## config.mk

```make
export PLATFORM = sky130hd
export DESIGN_NAME = debug_key_unlock_sequencer
export DESIGN_NICKNAME = d
export VERILOG_FILES = /design/src/key_unlock_pkg.sv /design/src/key_shift_if.sv /design/src/key_shifter.sv /design/src/sync_edge_event.sv /design/src/debug_key_unlock_sequencer.sv
export SDC_FILE = /design/constraint.sdc
export NUM_CORES = 1
export LEC_CHECK = 0
export BUFFER_PORTS_ARGS = -buffer_cell sky130_fd_sc_hd__buf_2
export CORE_ASPECT_RATIO = 1.75
export CORE_UTILIZATION = 51
export DETAILED_ROUTE_END_ITERATION = 12
export PLACE_DENSITY = 0.89
export SETUP_SLACK_MARGIN = 0.05
export SYNTH_ARGS = -nofsm -noshare
export SYNTH_HDL_FRONTEND = slang
export SYNTH_SLANG_ARGS = --single-unit
```

## constraint.sdc

```tcl
create_clock -name mclk -period 2.05 [get_ports mclk]
set_input_delay 0.41 -clock mclk [delete_from_list [all_inputs] [get_ports mclk]]
set_output_delay 0.41 -clock mclk [all_outputs]
set_load 0.01 [all_outputs]
```

## src/key_unlock_pkg.sv

```systemverilog
package key_unlock_pkg;
   localparam logic [63:0] KEY_ERASE   = 64'h4E56_4D45_7261_7365;
   localparam logic [63:0] KEY_PROGRAM = 64'h4E56_4D50_726F_6720;
   localparam logic [63:0] KEY_USER_CONFIG_ROW = 64'h4E56_4D55_7326_7465;
   localparam int          KEY_BYTES   = 8;
   // Word offsets of registers (byte address = 4 * index)
   localparam logic [3:0]  IDX_KEY_STATE = 4'h7;
   localparam logic [3:0]  IDX_RESET_REQ = 4'h8;
   localparam logic [3:0]  IDX_SYS_CTRL  = 4'hA;
   localparam logic [3:0]  IDX_SYS_STATE = 4'hB;
   localparam logic [7:0]  RESET_SIG     = 8'h59;
   localparam logic [7:0]  RESET_CLEAR   = 8'h00;
   // Key state bits
   localparam int          KB_ERASE   = 3;
   localparam int          KB_PROGRAM = 4;
   localparam int          KB_USER_CONFIG_ROW = 5;
   // System control bits
   localparam int          CB_KEEPCLK = 0;
   localparam int          CB_FINAL   = 1;
   // System state bits
   localparam int          SB_LOCKED  = 0;
   localparam int          SB_ROWPROG = 2;
   localparam int          SB_NVM_PROGRAM_ACTIVE = 3;
   localparam int          SB_SLEEP   = 4;
   localparam int          SB_RSTSYS  = 5;
   localparam logic [7:0]  SYS_CTRL_RST = 8'h01;
   localparam int          ROW_BYTES  = 32;
   localparam logic [1:0]  BOD_ACTIVE_ON = 2'h1;
endpackage : key_unlock_pkg

```

## src/key_shift_if.sv

```systemverilog
`timescale 1ns/1ps
interface key_shift_if;
   logic       byteValid;
   logic [7:0] byteData;
   logic       eraseHit;
   logic       programHit;
   logic       userRowHit;
   modport shifter (input byteValid, input byteData,
                    output eraseHit, output programHit, output userRowHit);
   modport owner   (output byteValid, output byteData,
                    input eraseHit, input programHit, input userRowHit);
endinterface : key_shift_if

```

## src/key_shifter.sv

```systemverilog
`timescale 1ns/1ps
module key_shifter
   import key_unlock_pkg::*;
(
   // System
   input wire logic mclk,
   input wire logic srst,
   input wire logic clearKey,
   // Key bytes
   key_shift_if.shifter ks
);
   import key_unlock_pkg::*;

   logic [63:0] shift_r;
   logic [63:0] shift_nxt;
   logic [3:0]  count_r;
   logic [3:0]  count_nxt;
   logic        full;

   always_comb
   begin
      shift_nxt = shift_r;
      count_nxt = count_r;
      if (clearKey)
      begin
         count_nxt = '0;
      end
      else if (ks.byteValid)
      begin
         // LSB first: new byte enters at the top and walks down
         shift_nxt = {ks.byteData, shift_r[63:8]};
         count_nxt = (count_r == 4'(KEY_BYTES)) ? 4'h1 : 4'(count_r + 4'h1);
      end
   end

   always_ff @(posedge mclk)
   begin
      if (srst)
      begin
         shift_r <= '0;
         count_r <= '0;
      end
      else
      begin
         shift_r <= shift_nxt;
         count_r <= count_nxt;
      end
   end

   // Hits are one-cycle strobes after the eighth byte
   logic done_r;
   always_ff @(posedge mclk)
   begin
      if (srst)
         done_r <= 1'b0;
      else
         done_r <= ks.byteValid && !clearKey && (count_nxt == 4'(KEY_BYTES));
   end
   assign full          = done_r;
   assign ks.eraseHit   = full && (shift_r == KEY_ERASE);
   assign ks.programHit = full && (shift_r == KEY_PROGRAM);
   assign ks.userRowHit = full && (shift_r == KEY_USER_CONFIG_ROW);
endmodule : key_shifter

```

## src/sync_edge_event.sv

```systemverilog
`timescale 1ns/1ps
module sync_edge_event
(
   // System
   input  wire logic mclk,
   input  wire logic srst,
   // Link
   input  wire logic linePin,
   input  wire logic inSync,
   output logic      edgeEvent
);
   logic [2:0] sync_r;
   logic       state_r;
   logic       state_nxt;
   logic       event_nxt;

   always_comb
   begin
      state_nxt = state_r;
      event_nxt = 1'b0;
      if (sync_r[1] == sync_r[2])
         state_nxt = sync_r[2];
      // Rising edge within sync character; no enable exists
      if (inSync && state_nxt && !state_r)
         event_nxt = 1'b1;
   end

   always_ff @(posedge mclk)
   begin
      if (srst)
      begin
         sync_r    <= 3'h7;
         state_r   <= 1'b1;
         edgeEvent <= 1'b0;
      end
      else
      begin
         sync_r    <= {sync_r[1:0], linePin};
         state_r   <= state_nxt;
         edgeEvent <= event_nxt;
      end
   end
endmodule : sync_edge_event

```

## src/debug_key_unlock_sequencer.sv

```systemverilog
`timescale 1ns/1ps
module debug_key_unlock_sequencer
   import key_unlock_pkg::*;
#(
   parameter int ROW_LIMIT = ROW_BYTES
)
(
   // Clock and reset
   input  wire logic        mclk,
   input  wire logic        srst,
   // Wishbone slave
   input  wire logic        wb_cyc_i,
   input  wire logic        wb_stb_i,
   input  wire logic        wb_we_i,
   input  wire logic [5:0]  wb_adr_i,
   input  wire logic [31:0] wb_dat_i,
   input  wire logic [3:0]  wb_sel_i,
   output logic      [31:0] wb_dat_o,
   output logic             wb_ack_o,
   output logic             wb_err_o,
   // Key byte stream from the link layer
   input  wire logic        keyByteValid,
   input  wire logic [7:0]  keyByte,
   input  wire logic        linkReset,
   // Sync character pin
   input  wire logic        linePin,
   input  wire logic        inSyncChar,
   output logic             syncEdgeEvent,
   // System side status
   input  wire logic        lockbitsSet,
   input  wire logic        eraseDone,
   input  wire logic        programDone,
   input  wire logic        rowCopyDone,
   input  wire logic        sysSleepIdleOrDeeper,
   input  wire logic        cpuClockStopped,
   // System side controls
   output logic             systemReset,
   output logic             chipEraseStart,
   output logic             nvmProgEnable,
   output logic             rowProgEnable,
   output logic             rowCopyStart,
   output logic [1:0]       bodActiveForce,
   output logic             bodUseFuseLevel,
   output logic             keepClockOn,
   output logic             debugPhyClockOn,
   // Debug system bus access gate
   input  wire logic        dbgBusReq,
   input  wire logic        dbgBusWe,
   input  wire logic [15:0] dbgBusAdr,
   output logic             dbgBusGrant,
   output logic             dbgBusRefused
);
   import key_unlock_pkg::*;

   typedef enum logic [1:0]
   {
      ER_IDLE = 2'b00,
      ER_ARM  = 2'b01,
      ER_RUN  = 2'b11
   } erase_e;

   key_shift_if ks ();
   assign ks.byteValid = keyByteValid;
   assign ks.byteData  = keyByte;

   key_shifter u_shift
   (
      .mclk     (mclk),
      .srst     (srst),
      .clearKey (linkReset),
      .ks       (ks)
   );

   sync_edge_event u_sync
   (
      .mclk      (mclk),
      .srst      (srst),
      .linePin   (linePin),
      .inSync    (inSyncChar),
      .edgeEvent (syncEdgeEvent)
   );

   logic       eraseKey_r,   eraseKey_nxt;
   logic       progKey_r,    progKey_nxt;
   logic       rowKey_r,     rowKey_nxt;
   logic [7:0] resetReq_r,   resetReq_nxt;
   logic [7:0] sysCtrl_r,    sysCtrl_nxt;
   logic       progAct_r,    progAct_nxt;
   logic       rowAct_r,     rowAct_nxt;
   logic       final_r,      final_nxt;
   erase_e     erase_r,      erase_nxt;
   logic       ack_r,        ack_nxt;
   logic       err_r,        err_nxt;
   logic [31:0] rdat_r,      rdat_nxt;
   logic       rstHold;
   logic       wrStrobe;
   logic       rdStrobe;
   logic [3:0] idx;
   logic [7:0] keyState;
   logic [7:0] sysState;
   logic       mapped;

   assign idx      = wb_adr_i[5:2];
   assign wrStrobe = wb_cyc_i && wb_stb_i && !ack_r && !err_r && wb_we_i && wb_sel_i[0];
   assign rdStrobe = wb_cyc_i && wb_stb_i && !ack_r && !err_r && !wb_we_i;
   assign mapped   = (idx == IDX_KEY_STATE) || (idx == IDX_RESET_REQ)
                  || (idx == IDX_SYS_CTRL)  || (idx == IDX_SYS_STATE);
   assign rstHold  = (resetReq_r == RESET_SIG);

   always_comb
   begin
      keyState = 8'h00;
      keyState[KB_ERASE]   = eraseKey_r;
      keyState[KB_PROGRAM] = progKey_r;
      keyState[KB_USER_CONFIG_ROW] = rowKey_r;
      sysState = 8'h00;
      sysState[SB_LOCKED]  = lockbitsSet;
      sysState[SB_ROWPROG] = rowAct_r;
      sysState[SB_NVM_PROGRAM_ACTIVE] = progAct_r;
      sysState[SB_SLEEP]   = sysSleepIdleOrDeeper;
      sysState[SB_RSTSYS]  = rstHold;
   end

   // Key and mode state
   always_comb
   begin
      eraseKey_nxt = eraseKey_r;
      progKey_nxt  = progKey_r;
      rowKey_nxt   = rowKey_r;
      progAct_nxt  = progAct_r;
      rowAct_nxt   = rowAct_r;
      final_nxt    = final_r;
      erase_nxt    = erase_r;
      // Key hits set; only the exact signatures get here
      if (ks.eraseHit)
         eraseKey_nxt = 1'b1;
      if (ks.programHit)
         progKey_nxt = 1'b1;
      if (ks.userRowHit)
         rowKey_nxt = 1'b1;
      // Erase key leaves the program key alone
      case (erase_r)
         ER_IDLE:
            if (eraseKey_r && rstHold)
               erase_nxt = ER_ARM;
         ER_ARM:
            if (!rstHold)
               erase_nxt = ER_RUN;
         ER_RUN:
            if (eraseDone)
            begin
               erase_nxt    = ER_IDLE;
               eraseKey_nxt = ks.eraseHit;
            end
         default:
            erase_nxt = ER_IDLE;
      endcase
      // Programming mode enters while the reset request is held, with lock clear
      if (progKey_r && !lockbitsSet && rstHold)
         progAct_nxt = 1'b1;
      if (progAct_r && programDone && rstHold)
      begin
         progAct_nxt = 1'b0;
         progKey_nxt = ks.programHit;
      end
      // User row mode enters while the reset request is held, with lock set
      if (rowKey_r && lockbitsSet && rstHold && !final_r)
         rowAct_nxt = 1'b1;
      if (wrStrobe && idx == IDX_SYS_CTRL && wb_dat_i[CB_FINAL] && rowAct_r)
         final_nxt = 1'b1;
      if (final_r && rowCopyDone)
      begin
         rowAct_nxt = 1'b0;
         final_nxt  = 1'b0;
      end
      // Writing the key bit clears the user row key
      if (wrStrobe && idx == IDX_KEY_STATE && wb_dat_i[KB_USER_CONFIG_ROW] && !ks.userRowHit)
      begin
         rowKey_nxt = 1'b0;
         rowAct_nxt = 1'b0;
      end
      if (linkReset)
      begin
         progKey_nxt  = 1'b0;
         rowKey_nxt   = 1'b0;
         eraseKey_nxt = 1'b0;
         progAct_nxt  = 1'b0;
         rowAct_nxt   = 1'b0;
         final_nxt    = 1'b0;
         erase_nxt    = ER_IDLE;
      end
   end

   // Register writes
   always_comb
   begin
      resetReq_nxt = resetReq_r;
      sysCtrl_nxt  = sysCtrl_r;
      if (wrStrobe && mapped && idx == IDX_RESET_REQ)
         resetReq_nxt = wb_dat_i[7:0];
      if (wrStrobe && mapped && idx == IDX_SYS_CTRL)
         sysCtrl_nxt[CB_KEEPCLK] = wb_dat_i[CB_KEEPCLK];
      if (linkReset)
         resetReq_nxt = RESET_CLEAR;
   end

   // Bus answer: one cycle after the strobe, unmapped gives err
   always_comb
   begin
      ack_nxt  = 1'b0;
      err_nxt  = 1'b0;
      rdat_nxt = rdat_r;
      if (wb_cyc_i && wb_stb_i && !ack_r && !err_r)
      begin
         ack_nxt = mapped;
         err_nxt = !mapped;
      end
      if (rdStrobe)
      begin
         case (idx)
            IDX_KEY_STATE: rdat_nxt = {24'h000000, keyState};
            IDX_RESET_REQ: rdat_nxt = {24'h000000, resetReq_r};
            IDX_SYS_CTRL:  rdat_nxt = {24'h000000, sysCtrl_r};
            IDX_SYS_STATE: rdat_nxt = {24'h000000, sysState};
            default:       rdat_nxt = 32'h00000000;
         endcase
      end
   end

   always_ff @(posedge mclk)
   begin
      if (srst)
      begin
         eraseKey_r <= 1'b0;
         progKey_r  <= 1'b0;
         rowKey_r   <= 1'b0;
         progAct_r  <= 1'b0;
         rowAct_r   <= 1'b0;
         final_r    <= 1'b0;
         erase_r    <= ER_IDLE;
         resetReq_r <= RESET_CLEAR;
         sysCtrl_r  <= SYS_CTRL_RST;
         ack_r      <= 1'b0;
         err_r      <= 1'b0;
         rdat_r     <= 32'h00000000;
      end
      else
      begin
         eraseKey_r <= eraseKey_nxt;
         progKey_r  <= progKey_nxt;
         rowKey_r   <= rowKey_nxt;
         progAct_r  <= progAct_nxt;
         rowAct_r   <= rowAct_nxt;
         final_r    <= final_nxt;
         erase_r    <= erase_nxt;
         resetReq_r <= resetReq_nxt;
         sysCtrl_r  <= sysCtrl_nxt;
         ack_r      <= ack_nxt;
         err_r      <= err_nxt;
         rdat_r     <= rdat_nxt;
      end
   end

   assign wb_ack_o = ack_r;
   assign wb_err_o = err_r;
   assign wb_dat_o = rdat_r;

   assign systemReset     = rstHold;
   assign chipEraseStart  = (erase_r == ER_RUN);
   assign bodActiveForce  = (erase_r == ER_RUN) ? BOD_ACTIVE_ON : 2'h0;
   assign bodUseFuseLevel = (erase_r == ER_RUN);
   assign nvmProgEnable   = progAct_r && !lockbitsSet;
   assign rowProgEnable   = rowAct_r && lockbitsSet;
   assign rowCopyStart    = final_r;
   assign keepClockOn     = sysCtrl_r[CB_KEEPCLK];
   // Physical layer clock never gated by sleep
   assign debugPhyClockOn = 1'b1;

   // System bus gate
   logic busOk;
   always_comb
   begin
      busOk = 1'b1;
      if (lockbitsSet && !rowAct_r)
         busOk = 1'b0;
      if (cpuClockStopped && !sysCtrl_r[CB_KEEPCLK])
         busOk = 1'b0;
      if (rowAct_r && lockbitsSet)
      begin
         if (!dbgBusWe)
            busOk = 1'b0;
         else if (dbgBusAdr >= 16'(ROW_LIMIT))
            busOk = 1'b0;
      end
   end
   assign dbgBusGrant   = dbgBusReq && busOk;
   assign dbgBusRefused = dbgBusReq && !busOk;

   a_locked_bus_refused: assert property (@(posedge mclk) disable iff (srst)
      (dbgBusReq && lockbitsSet && !rowAct_r) |-> !dbgBusGrant)
      else $error("bus granted while locked");
   a_erase_keeps_prog: assert property (@(posedge mclk) disable iff (srst)
      (progKey_r && !linkReset && !(progAct_r && programDone && rstHold)) |=> progKey_r)
      else $error("program key lost");
   a_reset_follows_sig: assert property (@(posedge mclk) disable iff (srst)
      (wrStrobe && idx == IDX_RESET_REQ && wb_dat_i[7:0] == RESET_SIG && !linkReset)
      |=> systemReset)
      else $error("reset not asserted");
   a_link_reset_clears: assert property (@(posedge mclk) disable iff (srst)
      linkReset |=> !progKey_r && !rowKey_r)
      else $error("keys survive link reset");
   a_row_read_blocked: assert property (@(posedge mclk) disable iff (srst)
      (rowAct_r && lockbitsSet && dbgBusReq && !dbgBusWe) |-> dbgBusRefused)
      else $error("row mode read granted");
   a_row_range: assert property (@(posedge mclk) disable iff (srst)
      (rowAct_r && lockbitsSet && dbgBusReq && dbgBusAdr >= 16'(ROW_LIMIT)) |-> !dbgBusGrant)
      else $error("row write out of range");
   a_bod_during_erase: assert property (@(posedge mclk) disable iff (srst)
      chipEraseStart |-> bodActiveForce == BOD_ACTIVE_ON && bodUseFuseLevel)
      else $error("brownout not forced");
   a_sleep_flag: assert property (@(posedge mclk) disable iff (srst)
      (rdStrobe && idx == IDX_SYS_STATE) |=> wb_dat_o[SB_SLEEP] == $past(sysSleepIdleOrDeeper))
      else $error("sleep flag wrong");
   a_keepclk_default: assert property (@(posedge mclk)
      $fell(srst) |-> keepClockOn)
      else $error("keep clock not default one");
   a_bus_ack_one: assert property (@(posedge mclk) disable iff (srst)
      (wb_cyc_i && wb_stb_i && !wb_ack_o && !wb_err_o) |=> (wb_ack_o || wb_err_o))
      else $error("bus answer late");
   a_sync_event: assert property (@(posedge mclk) disable iff (srst)
      syncEdgeEvent |=> !syncEdgeEvent)
      else $error("event longer than one cycle");
   a_key_status: assert property (@(posedge mclk) disable iff (srst)
      (ks.programHit && !linkReset) |=> keyState[KB_PROGRAM])
      else $error("program key not activated");
   a_prog_entry: assert property (@(posedge mclk) disable iff (srst)
      $rose(progAct_r) |-> $past(progKey_r) && !$past(lockbitsSet) && $past(rstHold))
      else $error("programming entered without key");
   a_row_entry: assert property (@(posedge mclk) disable iff (srst)
      $rose(rowAct_r) |-> $past(rowKey_r) && $past(lockbitsSet) && $past(rstHold))
      else $error("row mode entered without key");
   a_final_in_row: assert property (@(posedge mclk) disable iff (srst)
      $rose(final_r) |-> $past(rowAct_r))
      else $error("final write outside row mode");
   a_erase_needs_key: assert property (@(posedge mclk) disable iff (srst)
      (erase_r == ER_IDLE && !eraseKey_r) |=> erase_r != ER_ARM)
      else $error("erase armed without key");
endmodule : debug_key_unlock_sequencer

```

Word-level counts from Yosys, hierarchy flattened
Index checks and enable logic that the tools add are counted.
{ "classes": {"addsub": 1, "order_cmp": 1, "eq_ne": 16, "muxes": 21, "n_bitwise": 2, "n_reduce_logical": 62} }
{ "ops": {"columns": ["operator", "n"], "rows": [
  ["== test 64 x 63 -> 1 bit, second input constant", 3],
  ["logical AND 1 bit", 37],
  ["one-hot mux 8 bit (4 select lines)", 1],
  ["== test 4 bit, second input constant", 5],
  ["greater-or-equal comparator 16 x 6 -> 1 bit, second input constant", 1],
  ["2-to-1 mux 1 bit", 13],
  ["zero test 1 bit", 12],
  ["2-to-1 mux 4 bit", 3],
  ["OR reduction 3 bit", 3],
  ["== test 8 x 7 -> 1 bit, second input constant", 1],
  ["2-to-1 mux 2 bit", 3],
  ["!= test 2 bit, second input constant", 3],
  ["one-hot mux 2 bit (3 select lines)", 1],
  ["adder 4 x 1 -> 4 bit, second input constant", 1],
  ["== test 4 x 3 -> 1 bit, second input constant", 1],
  ["OR reduction 2 bit", 2],
  ["OR reduction 4 bit", 1],
  ["logical OR 1 bit", 3],
  ["AND reduction 3 bit", 1],
  ["== test 2 x 1 -> 1 bit, second input constant", 1],
  ["== test 2 bit, second input constant", 1],
  ["zero test 2 bit", 1],
  ["inverter 1 bit", 2],
  ["AND reduction 2 bit", 1],
  ["other kinds (2)", 2]
]} }
{ "totals": {"regBits": 125, "output_inout_bits": 47, "wordCells": 121} }

Logic depth before layout (Yosys ltp)
{ "depth": {"word_depth": 9, "mapped_depth": 6, "ltp_nobuf": 6} }

Hierarchy
From an unflattened synthesis, not the netlist that was laid out.
{ "hier_totals": {"hier_cells": 523, "hier_area_um2": 4360.4} }
{ "modules_own_cells": {"columns": ["module", "instances", "cells_each", "area_each_um2"], "rows": [
  ["key_shifter", 1, 339, 2710.1],
  ["debug_key_unlock_sequencer", 1, 171, 1500.2],
  ["sync_edge_event", 1, 13, 150.1]
]} }

Least setup slack after synthesis
No wires, ideal clock.
{ "synth_timing": {"path_kind": "input -> register", "start": "input port wb_adr_i[2]", "end": "register resetReq_r[0]", "arrival_time_ns": 1.746, "slack_ns": 0.177, "stages": 5, "cell_sequence": "or3b_1 > buf_2 > nor4_4 > mux2i_1 > nor2_1"} }
{ "synth_between": {"elab_chain_cells": 6, "elab_cells_between_ends": 9, "classes_between": "4 x eq/ne; 5 x reduce/logical"} }
{ "synth_lines": {"columns": ["element", "line", "source"], "rows": [
  ["from (decl)", "debug_key_unlock_sequencer.sv:15", "input wire logic [5:0] wb_adr_i,"],
  ["== test 4 x 3 -> 1 bit / == test 4 bit (equally long branches)", "debug_key_unlock_sequencer.sv:106, debug_key_unlock_sequencer.sv:199", null],
  ["logical OR 1 bit", "debug_key_unlock_sequencer.sv:106", "assign mapped = (idx == IDX_KEY_STATE) || (idx == IDX_RESET_REQ)"],
  ["logical OR 1 bit (2 in a row)", "debug_key_unlock_sequencer.sv:107", "|| (idx == IDX_SYS_CTRL) || (idx == IDX_SYS_STATE);"],
  ["logical AND 1 bit", "debug_key_unlock_sequencer.sv:199", "if (wrStrobe && mapped && idx == IDX_RESET_REQ)"],
  ["logical AND 1 bit *", "debug_key_unlock_sequencer.sv:199", null],
  ["to (signal assigned)", "debug_key_unlock_sequencer.sv:256", "resetReq_r <= resetReq_nxt;"],
  ["to (decl)", "debug_key_unlock_sequencer.sv:86", "logic [7:0] resetReq_r, resetReq_nxt;"]
]} }
Mark *: on every way between the ends. The rest lies on a longest branch, timed or not.
A chain may end at the register's enable or synchronous reset.

Final worst setup path
{ "layout_timing": {"start": "register rowAct_r", "end": "output port dbgBusGrant"} }
{ "layout_between": {"elab_chain_cells": 8, "elab_cells_between_ends": 9, "classes_between": "5 x mux; 4 x reduce/logical"} }
{ "layout_lines": {"columns": ["element", "line", "source"], "rows": [
  ["from (decl)", "debug_key_unlock_sequencer.sv:89", "logic rowAct_r, rowAct_nxt;"],
  ["from (signal assigned)", "debug_key_unlock_sequencer.sv:253", "rowAct_r <= rowAct_nxt;"],
  ["zero test 1 bit", "debug_key_unlock_sequencer.sv:284", "if (lockbitsSet && !rowAct_r)"],
  ["logical AND 1 bit", "debug_key_unlock_sequencer.sv:284", null],
  ["2-to-1 mux 1 bit", "debug_key_unlock_sequencer.sv:284", null],
  ["2-to-1 mux 1 bit", "debug_key_unlock_sequencer.sv:286", "if (cpuClockStopped && !sysCtrl_r[CB_KEEPCLK])"],
  ["2-to-1 mux 1 bit", "debug_key_unlock_sequencer.sv:292", "else if (dbgBusAdr >= 16'(ROW_LIMIT))"],
  ["2-to-1 mux 1 bit", "debug_key_unlock_sequencer.sv:290", "if (!dbgBusWe)"],
  ["2-to-1 mux 1 bit *", "debug_key_unlock_sequencer.sv:288", "if (rowAct_r && lockbitsSet)"],
  ["logical AND 1 bit *", "debug_key_unlock_sequencer.sv:296", "assign dbgBusGrant = dbgBusReq && busOk;"],
  ["to (decl)", "debug_key_unlock_sequencer.sv:50", "output logic dbgBusGrant,"]
]} }
Marked as above.

==> key figures <==
Yosys
  – Synth Register Bits: approximately 100
  – Cells after Synth: ~540
  – Synth Area in Compound Gates: between 10 and 15%
  – Ys async rst share: 0%
  – Top post-synthesis cells by area: dfxtp_1, nand2_1, a21oi_1
  – Post-synth top area share: 46.5%
  – Main combinational cell family by area after synthesis: simple AND/OR/NAND/NOR gates
  – Area share of fa/ha/maj cells after synthesis: less than 1%
  – Top FF cell, synth: dfxtp_1
  – Synth Area in Simple Gates: about 28%
  – Mapped Avg Cell Area: 8.10 sq um
  – Sequential fraction of the synthesis area: around 46%
  – Post-Synth XOR/XNOR Area: 0%
  – Post-synthesis mux area share: 2.56%
  – Synth warn: 0
  – Unique cell type count in the Yosys netlist: 55
  – Mapped Area: approximately 4400 sq um
  – EDFF count, synth: 0
  – Cell taking the most area after synthesis: dfxtp_1

Setup path
  – Worst-case reg-to-reg path depth: 4
  – Crit. End Element: output port
  – Worst reg2reg setup slack: around 0.17 ns
  – Worst Path Required: between 1.5 and 2 ns
  – Worst r2r src: u_shift.shift_r[29]$_SDFFE_PP0P_
  – RR Endpoint: rowKey_r$_SDFFE_PP0P_
  – CP Data Arrival Time: approximately 1.5 ns
  – Crit-path max FO: 5
  – WS Path Type: flop to output port
  – Setup crit start kind: flop

Hold path
  – Min-Delay Path Class: input port to flop
  – HP Start: linePin
  – Hold endpoint: u_sync.sync_r[0]$_SDFF_PP1_
  – Hold Crit Depth: 2

Floorplan
  – Ports: 130
  – Die Area: around 9000 sq um
  – Initial core utilization: a little over half
  – Die Ht: 124 um
  – Die W: slightly above 70 um
  – Core area: between 8000 and 9000 sq um
  – Site Rows: 44

Finish
  – Layout cells sized above 1: 18.7%
  – Most frequent cells in the layout: nand2_1, dfxtp_1, a21oi_1, buf_2, conb_1
  – Commonest non-fill, non-tap cell in the layout: nand2_1
  – Filler cell count: ~710
  – P&R area growth vs syn: 14.6%
  – Antenna cell count: 0
  – FF+latch area: approximately 2000 sq um
  – Nets: 675
  – Footprint of the multi-input gates: roughly 2100 sq um
  – Non-Filler Instances: 687

Pwr
  – Switch share: 23.2%
  – NetSw: around 870 uW
  – Comb pwr share: about 6.4%
  – P_int: 2880 uW
  – Power Dens Cells: 752 nW/um^2
  – Clk pwr share: 40.6%
  – Max VDD drop: ~0.40 mV
  – Sequential share of power: ~53%
  – Final Power: 3750 uW
  – LEAKAGE: 0.00187 uW

Routing
  – Final WL: between 9000 and 10000 um
  – Drc violations: 0
  – Antenna-violating nets left: 0
  – Router iterations before antenna repair: 4
  – Via density: about 5.6
  – Via count: 3866
  – Avg WL per Cell: approximately 14 um
  – DRT iter0 DRCs: 181

STA
  – Worst setup margin: between 0.1 and 0.15 ns
  – Worst-Margin Slew: about 0.50 ns
  – Setup violators final: 0
  – Clock Skew: 0.00680 ns
  – Tcrit/Tclk final: between 90% and 100%
  – Tmin final: between 1.5 and 2 ns
  – Post-route setup TNS: 0 ns
  – Slew HR: approximately two thirds
  – Final hold slack: between 0.2 and 0.25 ns
  – Final hold violations: 0
  – RSZ-0062 raised after global routing: true
  – Max Freq: 0.523 GHz
  – Final slew viol count: 0

Clocking
  – CTS Buffer Depth: 2
  – Root buffer cell: clkbuf_16
  – Clock Pin Slew Worst Setup and Hold Paths: ~0.07 ns
  – CTS tree: done
  – Htree depth: 3
  – Setup Fix Bufs, Post-CTS: 0
  – CTS buffer count: 9
  – Clock sinks: 101
  – Clock Latency Late Sink: 0.34 ns

Placed design
  – Placed Cells: 671
  – I/O Buffers: 69
  – DP HPWL: roughly 7000 um
  – Gpl congestion: between 0.9 and 1
  – Pre-CTS WS: roughly 0.11 ns

Global route
  – Largest net degree at the start of global routing: 72
  – Vias in the first global route: between 3k and 4k
  – First-pass GRT wire length: roughly 16000 um
  – GRT overflow: 0
  – Initial antenna violation count: 0
  – Tot GR Track Use: a little under a quarter

Outcome
  – Status: complete, no violations

Run
  – Max-Cap Viols: 0
-- final cells by class --
class	count	share of cell area, %
clock buffers	10	4.59
clock inverters	6	0.753
inverters	7	0.527
multi-input cells	393	42.0
flip-flops and latches	101	40.6
well taps	92	2.31
repair buffers	78	9.28
-- cells by family after synthesis --
logic type      count (synthesis)
other cells                     2
simple gates                  248
compound gates                106
mux                            11
buf+inv                        67
flops                         101
fa+ha+maj                       2
-- timing repair --
item                       CTS  global route
hold buffers                 0             0
gates resized for setup      2             3
setup endpoints to repair    2             3
pin swaps                    0             0
-- synth_stat cells (5+ instances only) --
cell / number
nand2_1: 148
dfxtp_1: 101
a21oi_1: 74
buf_4: 28
clkbuf_1: 26
nor2_1: 20
mux2i_1: 10
nor4b_1: 10
o21ai_0: 8
inv_1: 7
nor2b_1: 7
nand3_1: 6
nand4_1: 6
and2_1: 5
buf_1: 5
nor3_1: 5
nor4bb_1: 5
or2_2: 5
-- metal layers --
metal,global-route usage (%),wire length (um),part of all wire [%]
met4,15.2,482,4.9
met2,42.7,5290,54
met5,0,0,0
met1,21.6,3630,37
met3,4.13,441,4.5
-- worst max-delay path: stages, from the launching register on --
cell and delay (ns):
dfxtp_2 0.36, nor4b_2 0.20, a41oi_1 0.16, a21oi_1 0.17, and2_1 0.15, buf_2 0.12
-- per-stage QoR --
step / cell area (sq um) / utilization [%]
5_1_grt: 4990 / 60.4
3_5_place_dp: 4700 / 56.9
2_1_floorplan: 4440 / -
6_report: 4990 / 60.4
4_1_cts: 4980 / 60.3
3_3_place_gp: 4700 / 56.9
-- sequential cells by signal (all words and copies together), names as in the netlist --
register          cells
u_shift.count_r       4
wb_ack_o              1
progAct_r             1
eraseKey_r            1
u_sync.edgeEvent      1
u_shift.done_r        1
sysCtrl_r             1
rowAct_r              1
erase_r               2
wb_dat_o              8
u_sync.sync_r         3
resetReq_r            8
progKey_r             1
u_shift.shift_r      64
u_sync.state_r        1
rowKey_r              1
wb_err_o              1
rowCopyStart          1
-- power by group through the flow --
stage / Sequential [uW] / Combinational (uW) / Clock (uW)
final: 1990 / 239 / 1520
after global routing: 1990 / 264 / 1640
after CTS: 1990 / 237 / 1560
after detailed placement: 2030 / 236 / 0
after global placement: 2030 / 230 / 0
after floorplan: 2030 / 179 / 0
-- worst max-delay path by stage --
stage	start	endpoint	cells past startpoint
detailed placement	wb_adr_i[2]	resetReq_r[4]$_SDFFE_PP0P_	6
finish	rowAct_r$_SDFFE_PP0P_	dbgBusGrant	5
global route	rowAct_r$_SDFFE_PP0P_	dbgBusGrant	5
floorplan	wb_adr_i[2]	resetReq_r[0]$_SDFFE_PP0P_	5
global placement	wb_adr_i[2]	rowCopyStart$_SDFFE_PP0P_	6
CTS	rowAct_r$_SDFFE_PP0P_	dbgBusGrant	5
No activity file was read; power rests on OpenSTA's default activity.
